[config.mk]
export PLATFORM = sky130hd
export DESIGN_NAME = gated_timer_sixteen_bit
export DESIGN_NICKNAME = d
export VERILOG_FILES = /design/src/inc/gated_timer_pkg.sv /design/src/gated_timer_sixteen_bit.sv
export SDC_FILE = /design/constraint.sdc
export NUM_CORES = 1
export LEC_CHECK = 0
export BUFFER_PORTS_ARGS = -buffer_cell sky130_fd_sc_hd__buf_2
export CAP_MARGIN = 20
export CORE_ASPECT_RATIO = 0.7
export CORE_UTILIZATION = 54
export DETAILED_ROUTE_END_ITERATION = 16
export GPL_ROUTABILITY_DRIVEN = 1
export PLACE_DENSITY = 0.81
export SLEW_MARGIN = 30
export SYNTH_ARGS = -nofsm -noshare
export SYNTH_HDL_FRONTEND = slang
export SYNTH_SLANG_ARGS = --single-unit
[constraint.sdc]
create_clock -name clk -period 2.69 [get_ports clk]
set_input_delay 0.538 -clock clk [delete_from_list [all_inputs] [get_ports clk]]
set_output_delay 0.538 -clock clk [all_outputs]
set_load 0.005 [all_outputs]
[src/inc/gated_timer_pkg.sv]
// Package for the gated 16-bit timer: register map, fields, reset values
package gated_timer_pkg;
  // ==========================================================
  // Register byte addresses
  localparam logic [11:0] ADDR_TIMER_CONTROL = 12'h000;
  localparam logic [11:0] ADDR_TIMER_GATE_CONTROL = 12'h004;
  localparam logic [11:0] ADDR_COUNT_LOW = 12'h008;
  localparam logic [11:0] ADDR_COUNT_HIGH = 12'h00c;
  localparam logic [11:0] ADDR_FLAGS = 12'h010;
  localparam logic [11:0] ADDR_IRQ_ENABLE = 12'h014;
  localparam logic [11:0] ADDR_CAPCMP_LOW = 12'h018;
  localparam logic [11:0] ADDR_CAPCMP_HIGH = 12'h01c;
  // ==========================================================
  // Field positions
  localparam int CTL_ON_BIT = 0;
  localparam int CTL_CS_BIT = 1;
  localparam int CTL_PS_LSB = 4;
  localparam int GC_SS_LSB = 0;
  localparam int GC_VAL_BIT = 2;
  localparam int GC_GO_BIT = 3;
  localparam int GC_SPM_BIT = 4;
  localparam int GC_TM_BIT = 5;
  localparam int GC_POL_BIT = 6;
  localparam int GC_GE_BIT = 7;
  localparam int FL_OVF_BIT = 0;
  localparam int FL_GATE_BIT = 1;
  // ==========================================================
  // Reset values and constants
  localparam logic [15:0] COUNT_RESET = 16'h0000;
  localparam logic [15:0] COUNT_MAX = 16'hffff;
  localparam logic [7:0] EIGHT_MAX = 8'hff;
  localparam logic [1:0] INSTR_DIV = 2'h3;
  localparam logic [1:0] SRC_PIN_A = 2'h0;
  localparam logic [1:0] SRC_OVF8 = 2'h1;
  localparam logic [1:0] SRC_PIN_B = 2'h2;
  localparam logic [1:0] SRC_UV = 2'h3;

  typedef struct packed {
    logic timerOn;
    logic clockSourceSel;
    logic [1:0] prescaleSel;
    logic gateCountEn;
    logic gatePolarity;
    logic gateToggleEn;
    logic gateSinglePulseEn;
    logic singlePulseGoDone;
    logic [1:0] gateSourceSel;
  } ctrl_t;

  typedef struct packed {
    logic gateEventFlag;
    logic overflowFlag;
    logic gateEventIrqEn;
    logic overflowIrqEn;
  } flags_t;
endpackage

[src/gated_timer_sixteen_bit.sv]
// Gated 16-bit timer with APB register access
`timescale 1ns/1ps
`default_nettype none

module gated_timer_sixteen_bit
  import gated_timer_pkg::*;
(
  input wire logic clk,
  input wire logic reset,
  input wire logic psel,
  input wire logic penable,
  input wire logic pwrite,
  input wire logic [11:0] paddr,
  input wire logic [31:0] pwdata,
  output logic [31:0] prdata,
  output logic pready,
  output logic pslverr,
  input wire logic gatePinA,
  input wire logic gatePinB,
  input wire logic eightBitTimerWrap,
  input wire logic uvComparator,
  input wire logic captureEvent,
  input wire logic compareModeEn,
  input wire logic specialEventTrigger,
  output logic compareMatch,
  output logic [15:0] count,
  output logic irq
);

  // ==========================================================
  // State
  typedef struct packed {
    ctrl_t ctl;
    flags_t fl;
    logic [15:0] count;
    logic [15:0] capcmp;
    logic [2:0] preCnt;
    logic [1:0] instrCnt;
    logic toggleFf;
    logic gateSrcPrev;
    logic gateValPrev;
    logic spArmed;
    logic spRunning;
    logic uvHalt;
    logic uvPrev;
    logic [31:0] prdata;
    logic pready;
    logic pslverr;
    logic compareMatch;
    logic irq;
  } state_t;

  state_t st_r;
  state_t st_nxt;

  function automatic logic [2:0] divMask(input logic [1:0] sel);
    case (sel)
      2'h0: divMask = 3'h0;
      2'h1: divMask = 3'h1;
      2'h2: divMask = 3'h3;
      default: divMask = 3'h7;
    endcase
  endfunction

  logic gateSrc;
  logic gateVal;
  logic baseTick;
  logic preTick;
  logic gateActive;
  logic countEn;
  logic wrLow;
  logic wrHigh;
  logic access;
  logic [7:0] ctlRd;
  logic [7:0] gcRd;

  // ==========================================================
  // Gate path
  always_comb begin
    case (st_r.ctl.gateSourceSel)
      SRC_PIN_A: gateSrc = gatePinA;
      SRC_OVF8: gateSrc = eightBitTimerWrap;
      SRC_PIN_B: gateSrc = gatePinB;
      default: gateSrc = ~st_r.uvHalt;
    endcase
    // Toggle output, then polarity; a low polarity means active when gate low
    gateVal = (st_r.ctl.gateToggleEn ? st_r.toggleFf : gateSrc)
              ^ ~st_r.ctl.gatePolarity;
  end

  always_comb begin
    baseTick = st_r.ctl.clockSourceSel | (st_r.instrCnt == INSTR_DIV);
    preTick = baseTick & ((st_r.preCnt & divMask(st_r.ctl.prescaleSel)) ==
              divMask(st_r.ctl.prescaleSel));
    if (st_r.ctl.gateSinglePulseEn)
      gateActive = gateVal & st_r.spRunning;
    else
      gateActive = gateVal;
    countEn = st_r.ctl.timerOn & (~st_r.ctl.gateCountEn | gateActive);
    access = psel & penable;
    wrLow = access & pwrite & (paddr == ADDR_COUNT_LOW);
    wrHigh = access & pwrite & (paddr == ADDR_COUNT_HIGH);
    ctlRd = 8'h00;
    ctlRd[CTL_ON_BIT] = st_r.ctl.timerOn;
    ctlRd[CTL_CS_BIT] = st_r.ctl.clockSourceSel;
    ctlRd[CTL_PS_LSB +: 2] = st_r.ctl.prescaleSel;
    gcRd = 8'h00;
    gcRd[GC_SS_LSB +: 2] = st_r.ctl.gateSourceSel;
    gcRd[GC_VAL_BIT] = gateVal;
    gcRd[GC_GO_BIT] = st_r.ctl.singlePulseGoDone;
    gcRd[GC_SPM_BIT] = st_r.ctl.gateSinglePulseEn;
    gcRd[GC_TM_BIT] = st_r.ctl.gateToggleEn;
    gcRd[GC_POL_BIT] = st_r.ctl.gatePolarity;
    gcRd[GC_GE_BIT] = st_r.ctl.gateCountEn;
  end

  // ==========================================================
  // Next state
  always_comb begin
    st_nxt = st_r;
    st_nxt.instrCnt = st_r.instrCnt + 2'h1;
    st_nxt.gateSrcPrev = gateSrc;
    st_nxt.gateValPrev = gateVal;
    st_nxt.uvPrev = uvComparator;
    // Comparator rise latches a halt; software restarts by reselecting the source
    if (st_r.ctl.gateSourceSel != SRC_UV)
      st_nxt.uvHalt = 1'b0;
    else if (uvComparator & ~st_r.uvPrev)
      st_nxt.uvHalt = 1'b1;

    // Toggle flip-flop
    if (~st_r.ctl.gateToggleEn | ~st_r.ctl.timerOn)
      st_nxt.toggleFf = 1'b0;
    else if (gateSrc & ~st_r.gateSrcPrev)
      st_nxt.toggleFf = ~st_r.toggleFf;

    // Single pulse sequencing
    if (st_r.spArmed & gateVal & ~st_r.gateValPrev) begin
      st_nxt.spArmed = 1'b0;
      st_nxt.spRunning = 1'b1;
    end
    if (st_r.spRunning & ~gateVal & st_r.gateValPrev) begin
      st_nxt.spRunning = 1'b0;
      st_nxt.ctl.singlePulseGoDone = 1'b0;
    end

    // Gate event flag on falling gate level, independent of gate enable
    if (~gateVal & st_r.gateValPrev)
      st_nxt.fl.gateEventFlag = 1'b1;

    // Counting
    if (st_r.ctl.timerOn & baseTick)
      st_nxt.preCnt = st_r.preCnt + 3'h1;
    if (countEn & preTick) begin
      st_nxt.count = st_r.count + 16'h0001;
      if (st_r.count == COUNT_MAX)
        st_nxt.fl.overflowFlag = 1'b1;
    end
    if (specialEventTrigger)
      st_nxt.count = COUNT_RESET;
    if (captureEvent)
      st_nxt.capcmp = st_r.count;
    st_nxt.compareMatch = compareModeEn & (st_r.count == st_r.capcmp);

    // APB: zero-wait slave
    st_nxt.pready = psel & ~penable;
    st_nxt.pslverr = 1'b0;
    st_nxt.prdata = 32'h0000_0000;
    if (psel & ~penable & ~pwrite) begin
      case (paddr)
        ADDR_TIMER_CONTROL: st_nxt.prdata = {24'h0, ctlRd};
        ADDR_TIMER_GATE_CONTROL: st_nxt.prdata = {24'h0, gcRd};
        ADDR_COUNT_LOW: st_nxt.prdata = {24'h0, st_r.count[7:0]};
        ADDR_COUNT_HIGH: st_nxt.prdata = {24'h0, st_r.count[15:8]};
        ADDR_FLAGS: st_nxt.prdata = {30'h0, st_r.fl.gateEventFlag, st_r.fl.overflowFlag};
        ADDR_IRQ_ENABLE: st_nxt.prdata = {30'h0, st_r.fl.gateEventIrqEn,
                                          st_r.fl.overflowIrqEn};
        ADDR_CAPCMP_LOW: st_nxt.prdata = {24'h0, st_r.capcmp[7:0]};
        ADDR_CAPCMP_HIGH: st_nxt.prdata = {24'h0, st_r.capcmp[15:8]};
        default: st_nxt.pslverr = 1'b1;
      endcase
    end
    if (psel & ~penable & pwrite) begin
      case (paddr)
        ADDR_TIMER_CONTROL, ADDR_TIMER_GATE_CONTROL, ADDR_COUNT_LOW, ADDR_COUNT_HIGH,
        ADDR_FLAGS, ADDR_IRQ_ENABLE, ADDR_CAPCMP_LOW, ADDR_CAPCMP_HIGH:
          st_nxt.pslverr = 1'b0;
        default: st_nxt.pslverr = 1'b1;
      endcase
    end
    if (access & pwrite & st_r.pready) begin
      case (paddr)
        ADDR_TIMER_CONTROL: begin
          st_nxt.ctl.timerOn = pwdata[CTL_ON_BIT];
          st_nxt.ctl.clockSourceSel = pwdata[CTL_CS_BIT];
          st_nxt.ctl.prescaleSel = pwdata[CTL_PS_LSB +: 2];
        end
        ADDR_TIMER_GATE_CONTROL: begin
          st_nxt.ctl.gateSourceSel = pwdata[GC_SS_LSB +: 2];
          st_nxt.ctl.gateSinglePulseEn = pwdata[GC_SPM_BIT];
          st_nxt.ctl.gateToggleEn = pwdata[GC_TM_BIT];
          st_nxt.ctl.gatePolarity = pwdata[GC_POL_BIT];
          st_nxt.ctl.gateCountEn = pwdata[GC_GE_BIT];
          if (pwdata[GC_GO_BIT] & pwdata[GC_SPM_BIT]) begin
            st_nxt.ctl.singlePulseGoDone = 1'b1;
            st_nxt.spArmed = 1'b1;
            st_nxt.spRunning = 1'b0;
          end
          if (~pwdata[GC_SPM_BIT]) begin
            st_nxt.ctl.singlePulseGoDone = 1'b0;
            st_nxt.spArmed = 1'b0;
            st_nxt.spRunning = 1'b0;
          end
        end
        ADDR_COUNT_LOW: begin
          st_nxt.count[7:0] = pwdata[7:0];
          st_nxt.preCnt = 3'h0;
        end
        ADDR_COUNT_HIGH: begin
          st_nxt.count[15:8] = pwdata[7:0];
          st_nxt.preCnt = 3'h0;
        end
        // Write one to clear; a same-cycle hardware set wins unless the overflow flag was already set
        ADDR_FLAGS: begin
          if (pwdata[FL_OVF_BIT] & ~(st_nxt.fl.overflowFlag & ~st_r.fl.overflowFlag))
            st_nxt.fl.overflowFlag = 1'b0;
          if (pwdata[FL_GATE_BIT] & ~(~gateVal & st_r.gateValPrev))
            st_nxt.fl.gateEventFlag = 1'b0;
        end
        ADDR_IRQ_ENABLE: begin
          st_nxt.fl.overflowIrqEn = pwdata[FL_OVF_BIT];
          st_nxt.fl.gateEventIrqEn = pwdata[FL_GATE_BIT];
        end
        ADDR_CAPCMP_LOW: st_nxt.capcmp[7:0] = pwdata[7:0];
        ADDR_CAPCMP_HIGH: st_nxt.capcmp[15:8] = pwdata[7:0];
        default: st_nxt.pslverr = 1'b0;
      endcase
    end
    if (access & st_r.pready)
      st_nxt.pslverr = 1'b0;
    st_nxt.irq = (st_nxt.fl.gateEventFlag & st_nxt.fl.gateEventIrqEn) |
                 (st_nxt.fl.overflowFlag & st_nxt.fl.overflowIrqEn);
  end

  // ==========================================================
  // Registers
  always_ff @(posedge clk) begin
    if (reset)
      st_r <= '0;
    else
      st_r <= st_nxt;
  end

  assign prdata = st_r.prdata;
  assign pready = st_r.pready;
  assign pslverr = st_r.pslverr;
  assign compareMatch = st_r.compareMatch;
  assign count = st_r.count;
  assign irq = st_r.irq;

  // ==========================================================
  // Checks
  a_overflow_sets: assert property (@(posedge clk) disable iff (reset)
    (countEn & preTick & st_r.count == COUNT_MAX & ~specialEventTrigger & ~wrLow & ~wrHigh)
    |=> (st_r.fl.overflowFlag & st_r.count == COUNT_RESET))
    else $error("overflow flag not set on wrap");
  a_sev_clears: assert property (@(posedge clk) disable iff (reset)
    (specialEventTrigger & ~(wrLow & st_r.pready) & ~(wrHigh & st_r.pready)) |=>
    (st_r.count == COUNT_RESET))
    else $error("special trigger did not clear count");
  a_sev_no_flag: assert property (@(posedge clk) disable iff (reset)
    (specialEventTrigger & ~st_r.fl.overflowFlag & ~(countEn & preTick)) |=>
    ~st_r.fl.overflowFlag)
    else $error("special trigger set overflow");
  a_write_wins: assert property (@(posedge clk) disable iff (reset)
    (wrLow & st_r.pready & specialEventTrigger) |=> (st_r.count[7:0] == $past(pwdata[7:0])))
    else $error("count write lost to trigger");
  a_toggle_clear: assert property (@(posedge clk) disable iff (reset)
    ~st_r.ctl.gateToggleEn |=> ~st_r.toggleFf)
    else $error("toggle flip-flop not held clear");
  a_off_hold: assert property (@(posedge clk) disable iff (reset)
    (~st_r.ctl.timerOn & ~specialEventTrigger & ~wrLow & ~wrHigh) |=> $stable(st_r.count))
    else $error("count moved while off");
  a_gate_hold: assert property (@(posedge clk) disable iff (reset)
    (st_r.ctl.gateCountEn & ~gateActive & ~specialEventTrigger & ~wrLow & ~wrHigh)
    |=> $stable(st_r.count))
    else $error("count moved with gate inactive");
  a_gate_flag: assert property (@(posedge clk) disable iff (reset)
    (~gateVal & st_r.gateValPrev) |=> st_r.fl.gateEventFlag)
    else $error("gate event flag missed");
  a_spm_clear: assert property (@(posedge clk) disable iff (reset)
    ~st_r.ctl.gateSinglePulseEn |-> ~st_r.ctl.singlePulseGoDone)
    else $error("go/done set without single pulse");
  // A same-cycle control write may pick a faster rate, so it is left out
  a_prescale_div: assert property (@(posedge clk) disable iff (reset)
    (st_r.ctl.prescaleSel == 2'h3 & preTick & ~wrLow & ~wrHigh &
     ~(access & pwrite & (paddr == ADDR_TIMER_CONTROL))) |=> ~preTick)
    else $error("prescaler ticked too soon");

endmodule // gated_timer_sixteen_bit

`default_nettype wire

# Yosys cells after proc, flatten, opt, wreduce, memory -nomap -nowiden
# Memory sizes are Yosys's and may differ from the RTL's.
# Cells that the tools add are included.
# op_classes
n_addsub,3
muxes,38
n_reduce_logical,12
n_eq_ne,16
n_bitwise,48
# ops
operator,n
one-hot mux 8 bit (8 select lines),1
"equality test 12 x 5 -> 1 bit, second input constant",4
2-to-1 mux 16 bit,3
2-to-1 mux 42 bit,1
2-to-1 mux 8 bit,4
AND 1 bit,26
"equality test 12 x 4 -> 1 bit, second input constant",2
2-to-1 mux 1 bit,17
"adder 16 x 1 -> 16 bit, second input constant",1
equality test 16 bit,1
"equality test 16 bit, second input constant",1
inverter 1 bit,16
2-to-1 mux 2 bit,7
"equality test 12 x 3 -> 1 bit, second input constant",1
logical NOT 12 bit,1
OR reduction 2 bit,5
2-to-1 mux 3 bit,3
one-hot mux 3 bit (3 select lines),1
OR reduction 8 bit,1
logical NOT 7 bit,1
"equality test 2 bit, second input constant",3
"equality test 2 x 1 -> 1 bit, second input constant",2
logical NOT 2 bit,2
OR 1 bit,4
8 further kinds,9
# totals
reg_bits,95
out_inout_bits,52
n_memories,1
wordCells,147
input_bits,56
rom_bits,32
# mem_list
memory,words,width,rd,rd_clocked_by_memory_dff,wr,line_no,rtl
(name not given),32,1,1,0,0,gated_timer_sixteen_bit.sv:184,case (paddr)

# Longest topological paths before layout
# Gate-level depths: netlist of the first run.
# depth
word_depth,18
ltp_mapped,9
mapped_depth_nobuf,7

# Least setup slack after synthesis of the first run
# Ideal clock, no wire load.
# synth_path
kind,input -> register
start,input gatePinA
end,"register st_r, in the netlist count[1]"
n_path_buf,0
slack_ps,380
setup_time_ps,117
required_time_ps,2573
cell_stages,6
arrival_ps,2194
path_cell_list,mux2_4 > a311o_1 > o41ai_4 > a21oi_1 > mux2_1 > a22o_1
# synth_via
elab_chain_cells,12
# synth_lines
element,line_no,rtl
from (decl),gated_timer_sixteen_bit.sv:18,"input wire logic gatePinA,"
one-hot mux 1 bit (3 select lines) *,gated_timer_sixteen_bit.sv:80,case (st_r.ctl.gateSourceSel)
2-to-1 mux 1 bit *,gated_timer_sixteen_bit.sv:87,gateVal = (st_r.ctl.gateToggleEn ? st_r.toggleFf : gateSrc)
XOR 1 bit *,gated_timer_sixteen_bit.sv:88,^ ~st_r.ctl.gatePolarity;
AND 1 bit,gated_timer_sixteen_bit.sv:96,gateActive = gateVal & st_r.spRunning;
2-to-1 mux 1 bit *,gated_timer_sixteen_bit.sv:95,if (st_r.ctl.gateSinglePulseEn)
OR 1 bit *,gated_timer_sixteen_bit.sv:99,countEn = st_r.ctl.timerOn & (~st_r.ctl.gateCountEn | gateActive);
AND 1 bit *,gated_timer_sixteen_bit.sv:99,
AND 1 bit *,gated_timer_sixteen_bit.sv:154,if (countEn & preTick) begin
2-to-1 mux 16 bit *,gated_timer_sixteen_bit.sv:154,
2-to-1 mux 16 bit *,gated_timer_sixteen_bit.sv:159,if (specialEventTrigger)
2-to-1 mux 8 bit,gated_timer_sixteen_bit.sv:192,case (paddr)
2-to-1 mux 42 bit *,gated_timer_sixteen_bit.sv:191,if (access & pwrite & st_r.pready) begin
to (signal assigned),gated_timer_sixteen_bit.sv:251,st_r <= st_nxt;
to (decl),gated_timer_sixteen_bit.sv:53,state_t st_r;
# Mark *: on every way between the ends. The rest lies on a longest branch, timed or not.
# A chain may end at the register's enable or synchronous reset.

# Final worst setup path of the first run
# layout_path
start,"register st_r, in the netlist gcRd[0]"
end,"register st_r, in the netlist count[1]"
# layout_via
elab_chain_cells,13
elab_cells_between_ends,15
cone_classes,eq/ne (2); mux (7); bitwise (5); reduce/logical (1)
# layout_lines
element,line_no
"equality test 2 bit, or another cell as far along",gated_timer_sixteen_bit.sv:80
one-hot mux 1 bit (3 select lines) *,gated_timer_sixteen_bit.sv:80
2-to-1 mux 1 bit *,gated_timer_sixteen_bit.sv:87
XOR 1 bit *,gated_timer_sixteen_bit.sv:88
AND 1 bit,gated_timer_sixteen_bit.sv:96
2-to-1 mux 1 bit *,gated_timer_sixteen_bit.sv:95
OR 1 bit *,gated_timer_sixteen_bit.sv:99
AND 1 bit *,gated_timer_sixteen_bit.sv:99
AND 1 bit *,gated_timer_sixteen_bit.sv:154
2-to-1 mux 16 bit *,gated_timer_sixteen_bit.sv:154
2-to-1 mux 16 bit *,gated_timer_sixteen_bit.sv:159
2-to-1 mux 8 bit,gated_timer_sixteen_bit.sv:192
2-to-1 mux 42 bit *,gated_timer_sixteen_bit.sv:191
# Marked as above.

==> impl_metrics.py, run 1 <==
metrics = {
    "synthesis": {
        "synthCells": 496,
        "yosys.cell_count.top_type": "dfxtp_1",
        "synth_cell_types": 56,
        "synth_edf_count": 0,
        "ys_seq_area_frac": 0.340,
        "synth_seq_cells": 71,
        "ys.flop_type": "dfxtp_1",
        "synthTopCellsByCount": "71 x dfxtp_1, 50 x nor2_1, 49 x buf_4",
        "synth_top_area_frac": 0.340,
        "ys_warn_count": 0,
        "netlist_area_um2": 4180,
        "synthTopCellsByArea": "dfxtp_1 34%, buf_4 8.8%, mux2i_1 7.2%, xnor2_1 4.6%, a211oi_1 4.5%",
        "yosysTopAreaCell": "dfxtp_1",
        "async_flop_share": 0,
        "synth_area_per_cell_um2": 8.43,
    },
    "global_routing": {
        "grt_max_degree": 28,
        "track_usage": 0.294,
        "grt_pass1_wl_um": 17600,
        "antenna_found_initial": 0,
        "overflow": 0,
        "grt_pass1_vias": 3373,
    },
    "clock_tree": {
        "cts.htree.levels": 3,
        "clk_pin_slew_ns": 0.07,
        "cts_sinks": 71,
        "clockBufferDepth": 2,
        "cts-root-buf": "clkbuf_8",
        "cts_hold_buf": 0,
        "cts_buffers": 9,
        "clk_latency_ns": 0.37,
        "cts_tree": "done",
    },
    "sta": {
        "max_freq_mhz": 419,
        "maxSlewViolCount": 0,
        "finalWorstPathRequiredPeriod_ns": 2.39,
        "rsz0062_at_grt": "no",
        "setup_viol": 0,
        "tns_ns": 0,
        "slew_headroom": 0.601,
        "hold_viol": 0,
        "timing.clock.skew_ns": 0.0107,
        "worst_slew_pin_slew_ns": 0.597,
        "fin_crit_sh": 0.888,
    },
    "worst_setup_path": {
        "slowest_stage": "a311o_1",
        "critPathKind": "reg -> reg",
        "end_kind": "flop",
        "critPathRequiredTime_ns": 2.95,
        "crit_path_cell_trace": "mux2_4 > a311o_1 > o41ai_4 > buf_4 > a21oi_1 > mux2_1 > a22o_1",
        "crit_path_max_incr_delay_ns": 0.38,
        "arrival_ns": 2.65,
        "start_kind": "flop",
        "crit_family": "compound AO/OA/AOI/OAI gates",
        "crit_fanout": 15,
        "path_buf_inv": 1,
    },
    "detailed_routing": {
        "wl_per_cell_um": 17.4,
        "drc_errors": 0,
        "wl_um": 10900,
        "ant_nets": 0,
        "vias": 3774,
        "routed_via_density": 6.02,
        "drt-initial-drc-count": 360,
        "drt_first_pass_iters": 5,
    },
    "cells_and_area": {
        "syn2layout_area_growth_pct": 8.32,
        "diodes": 0,
        "drive_above_1_share": 0.193,
        "fin_nets": 583,
    },
    "power_and_ir_drop": {
        "power.leakage_nw": 1.82,
        "power_density_nw_per_um2": 465,
        "power_mw": 2.11,
        "vdd_ir_drop_max_mv": 0.271,
    },
    "outcome": {
        "status": "finished, final reports clean",
    },
    "job": {
        "cap_viol_max_count": 0,
    },
    "worst_hold_path": {
        "hold_class": "in -> reg",
    },
    "floorplanning": {
        "die_w_um": 107,
        "coreArea_um2": 7380,
        "start_util": 0.566,
        "num_rows": 26,
        "io_pins": 108,
        "dieHeight_um": 75.6,
        "die_area_um2": 8110,
    },
    "placement": {
        "place_hpwl_um": 7990,
        "place_congestion": 0.933,
        "port_buffers": 59,
    },
}
## sequential cells by signal, indices dropped and copies added, names as in the netlist
signal	flops
compareMatch	1
count	16
ctlRd	4
gcRd	7
irq	1
prdata	8
pready	1
pslverr	1
st_r	32
## metal layers
metal  GRT usage  wire (µm)
met5           0          0
met4       0.117        176
met3      0.0599       1260
met2       0.451       4730
met1       0.411       4780
## worst paths after layout
path                            depth (start not counted)    startpoint  endpoint  slack (ns)
worst min register to register                          1      st_r[43]  st_r[43]        0.42
worst min-delay path                                    2  uvComparator  st_r[36]        0.40
worst max register to register                          7       gcRd[0]  count[1]        0.30
worst max-delay path                                    7       gcRd[0]  count[1]        0.30
## placed cells by master (no fill, tap or decap), types with 5 or more instances in the layout
cell type,synthesis,routed
nor2_1,50,50
dfxtp_1,71,71
xor2_1,10,10
a22o_1,8,8
nand4_1,11,11
clkbuf_8,0,12
a2111oi_1,2,5
inv_1,11,11
and4_1,5,5
a211oi_1,25,25
buf_2,2,59
mux2i_1,30,30
and3_1,5,5
nor2b_1,7,7
nand3_1,6,6
o21ai_0,12,12
a21oi_1,25,25
nand2_1,48,48
a22oi_1,5,5
buf_4,49,17
xnor2_1,22,22
nor3_1,8,8
conb_1,1,24
## logic make-up (layout without fill, tap and decap cells)
kind of cell / Yosys count / count (layout) / share of synthesized area
buf+inv: 93 / 103 / 0.129
simple gates: 159 / 159 / 0.189
xor+xnor: 32 / 32 / 0.0670
compound gates: 102 / 102 / 0.174
mux: 35 / 35 / 0.0916
other cells: 1 / 24 / 0.000897
fa+ha+maj: 3 / 3 / 0.00898
flops: 71 / 71 / 0.340
## final cells by class
cell class | count | area [µm²]
fill | 650 | 2860
multi-input combinational | 355 | 2310
sequential | 71 | 1420
timing repair buffer | 76 | 423
clock buffer | 13 | 169
tap | 98 | 123
inverter | 11 | 41.3
clock inverter | 3 | 40.0
## per-stage QoR
| stage | hold slack (ns) | instance area, µm² | setup WS (ns) | util | instances |
|---|---|---|---|---|---|
| 2_1_floorplan | 0.399 | 4270 | 0.380 | - | 519 |
| 3_3_place_gp | 0.408 | 4320 | 0.112 | 0.585 | 611 |
| 3_5_place_dp | 0.420 | 4320 | 0.0585 | 0.585 | 611 |
| 4_1_cts | 0.399 | 4530 | 0.307 | 0.613 | 627 |
| 5_1_grt | 0.401 | 4530 | 0.0220 | 0.613 | 627 |
| 6_report | 0.402 | 4530 | 0.302 | 0.613 | 627 |
## power breakdown
part	internal, mW	switching (mW)	leakage (nW)
combinational	0.0489	0.0891	1.14
clock	0.502	0.404	0.109
sequential	1.06	0.00337	0.574
total	1.61	0.497	1.82
## timing repair
item / CTS / global route
setup endpoints to repair: 0 / 3
setup buffers: 0 / 0
resized for setup: 0 / 3
Note: power is estimated with default switching activity, not from simulation.
==> inputs of run 2 (changes only) <==
REMOVE_ABC_BUFFERS = 1   (was not set)
SLEW_MARGIN = not set   (was 30)
==> run 2 against run 1 <==
  * First-iteration DRC count is 8.9% lower
  * Total power is 7.8% higher
  * Wire length is 0.46% higher
  * Sequential power hardly changed
  * Non-clock buffer count stayed put
  * Largest power group is now clock
  * Largest cell class unchanged
  * Critical path type unchanged
  * Utilization is 0.68 points higher
  * Critical path depth stayed put
  * Setup slack worse by 0.065 ns
==> impl_metrics.py, run 2 (synthesis gave the netlist of run 1 again) <==
metrics = {
    "sta": {
        "holdWs_ns": 0.417,
        "timing.clock.skew_ns": 0.0106,
        "setup_viol": 0,
        "max_freq_mhz": 408,
        "tns_ns": 0,
        "slew_headroom": 0.566,
        "finalWorstPathRequiredPeriod_ns": 2.45,
        "fin_crit_sh": 0.912,
        "worst_slack_ns": 0.238,
        "maxSlewViolCount": 0,
        "worst_slew_pin_slew_ns": 0.645,
        "hold_viol": 0,
        "rsz0062_at_grt": "no",
    },
    "floorplanning": {
        "io_pins": 108,
        "die_w_um": 107,
        "start_util": 0.566,
        "die_area_um2": 8110,
        "coreArea_um2": 7380,
        "num_rows": 26,
        "dieHeight_um": 75.6,
    },
    "power_and_ir_drop": {
        "power_mw": 2.27,
        "power_frac_seq": 0.468,
        "combPwrFrac": 0.061,
        "switchingPower_uw": 496,
        "p_int_mw": 1.77,
        "p_clk_frac": 0.472,
        "power.leakage_nw": 1.84,
        "vdd_ir_drop_max_mv": 0.244,
        "power_density_nw_per_um2": 496,
        "p_sw_frac": 0.219,
    },
    "clock_tree": {
        "cts_hold_buf": 0,
        "cts_tree": "done",
        "clk_latency_ns": 0.35,
        "cts_buffers": 9,
        "cts_sinks": 71,
        "clockBufferDepth": 2,
        "clk_pin_slew_ns": 0.08,
        "cts-root-buf": "clkbuf_8",
        "cts.htree.levels": 3,
    },
    "detailed_routing": {
        "ant_nets": 0,
        "drt_first_pass_iters": 5,
        "wl_met3_um": 1440,
        "dr.max_layer_used": "met4",
        "wl_um": 11000,
        "drt-initial-drc-count": 328,
        "wl_per_cell_um": 17.5,
        "drc_errors": 0,
        "vias": 3776,
        "drt-met1-wl_um": 4700,
        "wl_met2_um": 4660,
        "routed_via_density": 6.02,
    },
    "worst_setup_path": {
        "critPathKind": "reg -> reg",
        "critPathRequiredTime_ns": 2.94,
        "crit_fanout": 13,
        "end_kind": "flop",
        "path_buf_inv": 1,
        "crit_path_cell_trace": "mux2_4 > a311o_1 > o41ai_4 > buf_4 > a211oi_1 > xor2_1 > a22o_1",
        "start_kind": "flop",
        "crit_path_max_incr_delay_ns": 0.42,
        "arrival_ns": 2.70,
        "slowest_stage": "dfxtp_1",
        "crit_family": "compound AO/OA/AOI/OAI gates",
    },
    "cells_and_area": {
        "stdcell_area_um2": 4580,
        "final_core_util": 0.620,
        "layout_common_cells": "71 x dfxtp_1, 59 x buf_2, 50 x nor2_1",
        "largest_register": "st_r",
        "diodes": 0,
        "fin_nets": 583,
        "drive_above_1_share": 0.197,
        "largest_reg_flops": 32,
        "syn2layout_area_growth_pct": 9.52,
        "mostFrequentLayoutCell": "dfxtp_1",
        "final-instance-count-excl-fill": 627,
    },
    "global_routing": {
        "antenna_found_initial": 0,
        "grt_pass1_wl_um": 17000,
        "overflow": 0,
        "track_usage": 0.284,
        "grt_pass1_vias": 3349,
        "grt_max_degree": 29,
    },
    "placement": {
        "place_hpwl_um": 8100,
        "pre_cts_slack_ns": 0.102,
        "placed_cells": 611,
        "port_buffers": 59,
        "placedInstanceArea_um2": 4320,
        "place_congestion": 0.929,
    },
    "outcome": {
        "status": "finished, final reports clean",
    },
    "job": {
        "cap_viol_max_count": 0,
    },
    "worst_hold_path": {
        "hold_class": "in -> reg",
    },
}
==> run 2: per-layer routing <==
layer	GRT usage	vias to the layer above
met5	0	-
met4	0.102	0
met3	0.0761	24
met2	0.429	241
met1	0.393	1773
li1	-	1738
==> run 2: cell type report <==
class | count | area (µm²)
clock buffer | 11 | 151
multi-input combinational | 355 | 2320
fill | 648 | 2810
tap | 98 | 123
clock inverter | 5 | 104
sequential | 71 | 1420
inverter | 11 | 41.3
timing repair buffer | 76 | 423
==> run 2: power groups by stage <==
stage	clock [mW]	combinational [mW]	sequential [mW]
after detailed placement	0	0.134	1.09
after global placement	0	0.131	1.09
after CTS	1.08	0.134	1.06
after floorplan	0	0.0514	1.09
after global routing	1.12	0.150	1.06
final	1.07	0.137	1.06
==> run 2: worst reg2reg max path: cells and delay by family (launching register included) <==
| kind | cells | cell delay (ns) |
|---|---|---|
| DFF | 1 | 0.42 |
| muxes | 1 | 0.35 |
| xor gates and xnor gates | 1 | 0.19 |
| buffers and inverters | 1 | 0.26 |
| AOI/OAI and AO/OA | 4 | 1.14 |
==> run 2: what timing repair did <==
action	4_1_cts	5_1_grt
gates resized for setup	0	4
setup buffers	0	0
setup endpoints to repair	0	5
==> run 2: final timing paths <==
| kind | end | cells after the start | slack, ns | start |
|---|---|---|---|---|
| max | count[7] | 7 | 0.24 | gcRd[0] |
| min | st_r[36] | 2 | 0.42 | uvComparator |
| max reg2reg | count[7] | 7 | 0.24 | gcRd[0] |
| min reg2reg | st_r[43] | 1 | 0.43 | st_r[43] |
==> inputs of run 3 (changes only) <==
CORE_MARGIN = 3   (was not set)
==> run 3 against run 2 <==
  * Die area increased by 9.2%
  * Cell count decreased by 0.80%
  * Clock skew decreased by 0.0036 ns
  * Combinational power about the same
  * Non-clock buffer count decreased by 4
  * First-iteration DRC count increased by 18%
  * Sequential cell count unchanged
  * Largest power group is now sequential cells
==> impl_metrics.py, run 3 (synthesis gave the netlist of run 1 again) <==
metrics = {
    "outcome": {
        "status": "finished, final reports clean",
    },
    "floorplanning": {
        "num_rows": 26,
        "start_util": 0.564,
        "io_pins": 108,
        "coreArea_um2": 7420,
        "dieHeight_um": 79.6,
        "die_w_um": 111,
        "die_area_um2": 8850,
    },
    "power_and_ir_drop": {
        "power_density_nw_per_um2": 476,
        "vdd_ir_drop_max_mv": 0.300,
        "power.leakage_nw": 1.80,
    },
    "clock_tree": {
        "cts.htree.levels": 3,
        "cts_tree": "done",
        "clockBufferDepth": 2,
        "cts_setup_buffers": 0,
        "clk_pin_slew_ns": 0.08,
        "cts-root-buf": "clkbuf_8",
        "cts_buffers": 9,
        "cts_hold_buf": 0,
        "cts_sinks": 71,
        "clk_latency_ns": 0.35,
        "cts_resized": 0,
    },
    "detailed_routing": {
        "wl_um": 11100,
        "routed_via_density": 5.96,
        "vias": 3710,
        "ant_nets": 0,
        "drt_first_pass_iters": 5,
        "drc_errors": 0,
        "wl_per_cell_um": 17.8,
        "drt-initial-drc-count": 386,
    },
    "sta": {
        "tns_ns": 0,
        "slew_headroom": 0.610,
        "setup_viol": 0,
        "rsz0062_at_grt": "no",
        "hold_viol": 0,
        "finalWorstPathRequiredPeriod_ns": 2.52,
        "fin_crit_sh": 0.935,
        "max_freq_mhz": 397,
        "worst_slew_pin_slew_ns": 0.578,
        "worst_slack_ns": 0.174,
        "maxSlewViolCount": 0,
        "holdWs_ns": 0.416,
        "timing.clock.skew_ns": 0.00700,
    },
    "global_routing": {
        "grt_max_degree": 27,
        "antenna_found_initial": 0,
        "grt_pass1_vias": 3367,
        "track_usage": 0.250,
        "overflow": 0,
        "grt_pass1_wl_um": 17600,
    },
    "cells_and_area": {
        "largest_register": "st_r",
        "mostFrequentLayoutCell": "dfxtp_1",
        "fin_nets": 579,
        "drive_above_1_share": 0.185,
        "diodes": 0,
        "fillers": 653,
        "final_core_util": 0.606,
        "syn2layout_area_growth_pct": 7.57,
        "largest_reg_flops": 32,
        "layout_common_cells": "71 x dfxtp_1, 59 x buf_2, 50 x nor2_1",
    },
    "worst_hold_path": {
        "hold_class": "in -> reg",
    },
    "worst_setup_path": {
        "critPathRequiredTime_ns": 2.94,
        "crit_fanout": 11,
        "arrival_ns": 2.76,
        "start_kind": "flop",
        "end_kind": "flop",
        "critPathKind": "reg -> reg",
    },
    "job": {
        "cap_viol_max_count": 0,
    },
    "placement": {
        "place_congestion": 0.950,
        "place_hpwl_um": 8180,
        "pre_cts_slack_ns": 0.0774,
        "port_buffers": 59,
    },
}
-- run 3: cell count changes in the layout (fill, tap and decap cells not counted), sizes merged --
cell    change
bufinv      -1
buf         -4
-- run 3: path summary, 6_finish.rpt --
check                                   from       end  depth (start not counted)  slack, ns
worst max-delay path                 gcRd[0]  count[7]                          7       0.17
worst min-delay path            uvComparator  st_r[36]                          2       0.42
worst max register to register       gcRd[0]  count[7]                          7       0.17
worst min register to register      st_r[43]  st_r[43]                          1       0.43
-- run 3: critical path: stages, from the launching register on --
cell	delay (ns)
dfxtp_1	0.46
mux2_4	0.36
a311o_1	0.39
o41ai_4	0.44
buf_4	0.26
a211oi_1	0.10
xor2_1	0.17
a22o_1	0.23
-- run 3: cell type report --
cell class,count,area (µm²),area share
inverter,11,41.3,0.00918
multi-input combinational,355,2310,0.513
clock inverter,4,70.1,0.0156
clock buffer,11,141,0.0314
sequential,71,1420,0.316
tap,98,123,0.0273
timing repair buffer,72,393,0.0873
-- run 3: layer usage --
metal  up-vias  share of wire  global-route usage
met1      1757           0.45               0.347
met3        22           0.11              0.0841
met2       183           0.42               0.374
met5         -              0                   0
li1       1748              -                   -
met4         0          0.015              0.0620
-- run 3: power by group --
group	internal (mW)	switching [mW]
logic	0.0489	0.0876
registers	1.06	0.00343
clock network	0.540	0.404
total	1.65	0.495
-- run 3: stage by stage --
stage,power [mW],std cells,cell area [µm²]
2_1_floorplan,1.14,437,3770
3_3_place_gp,1.22,607,4290
4_1_cts,2.14,622,4500
6_report,2.14,622,4500
3_5_place_dp,1.22,607,4290
5_1_grt,2.19,622,4500
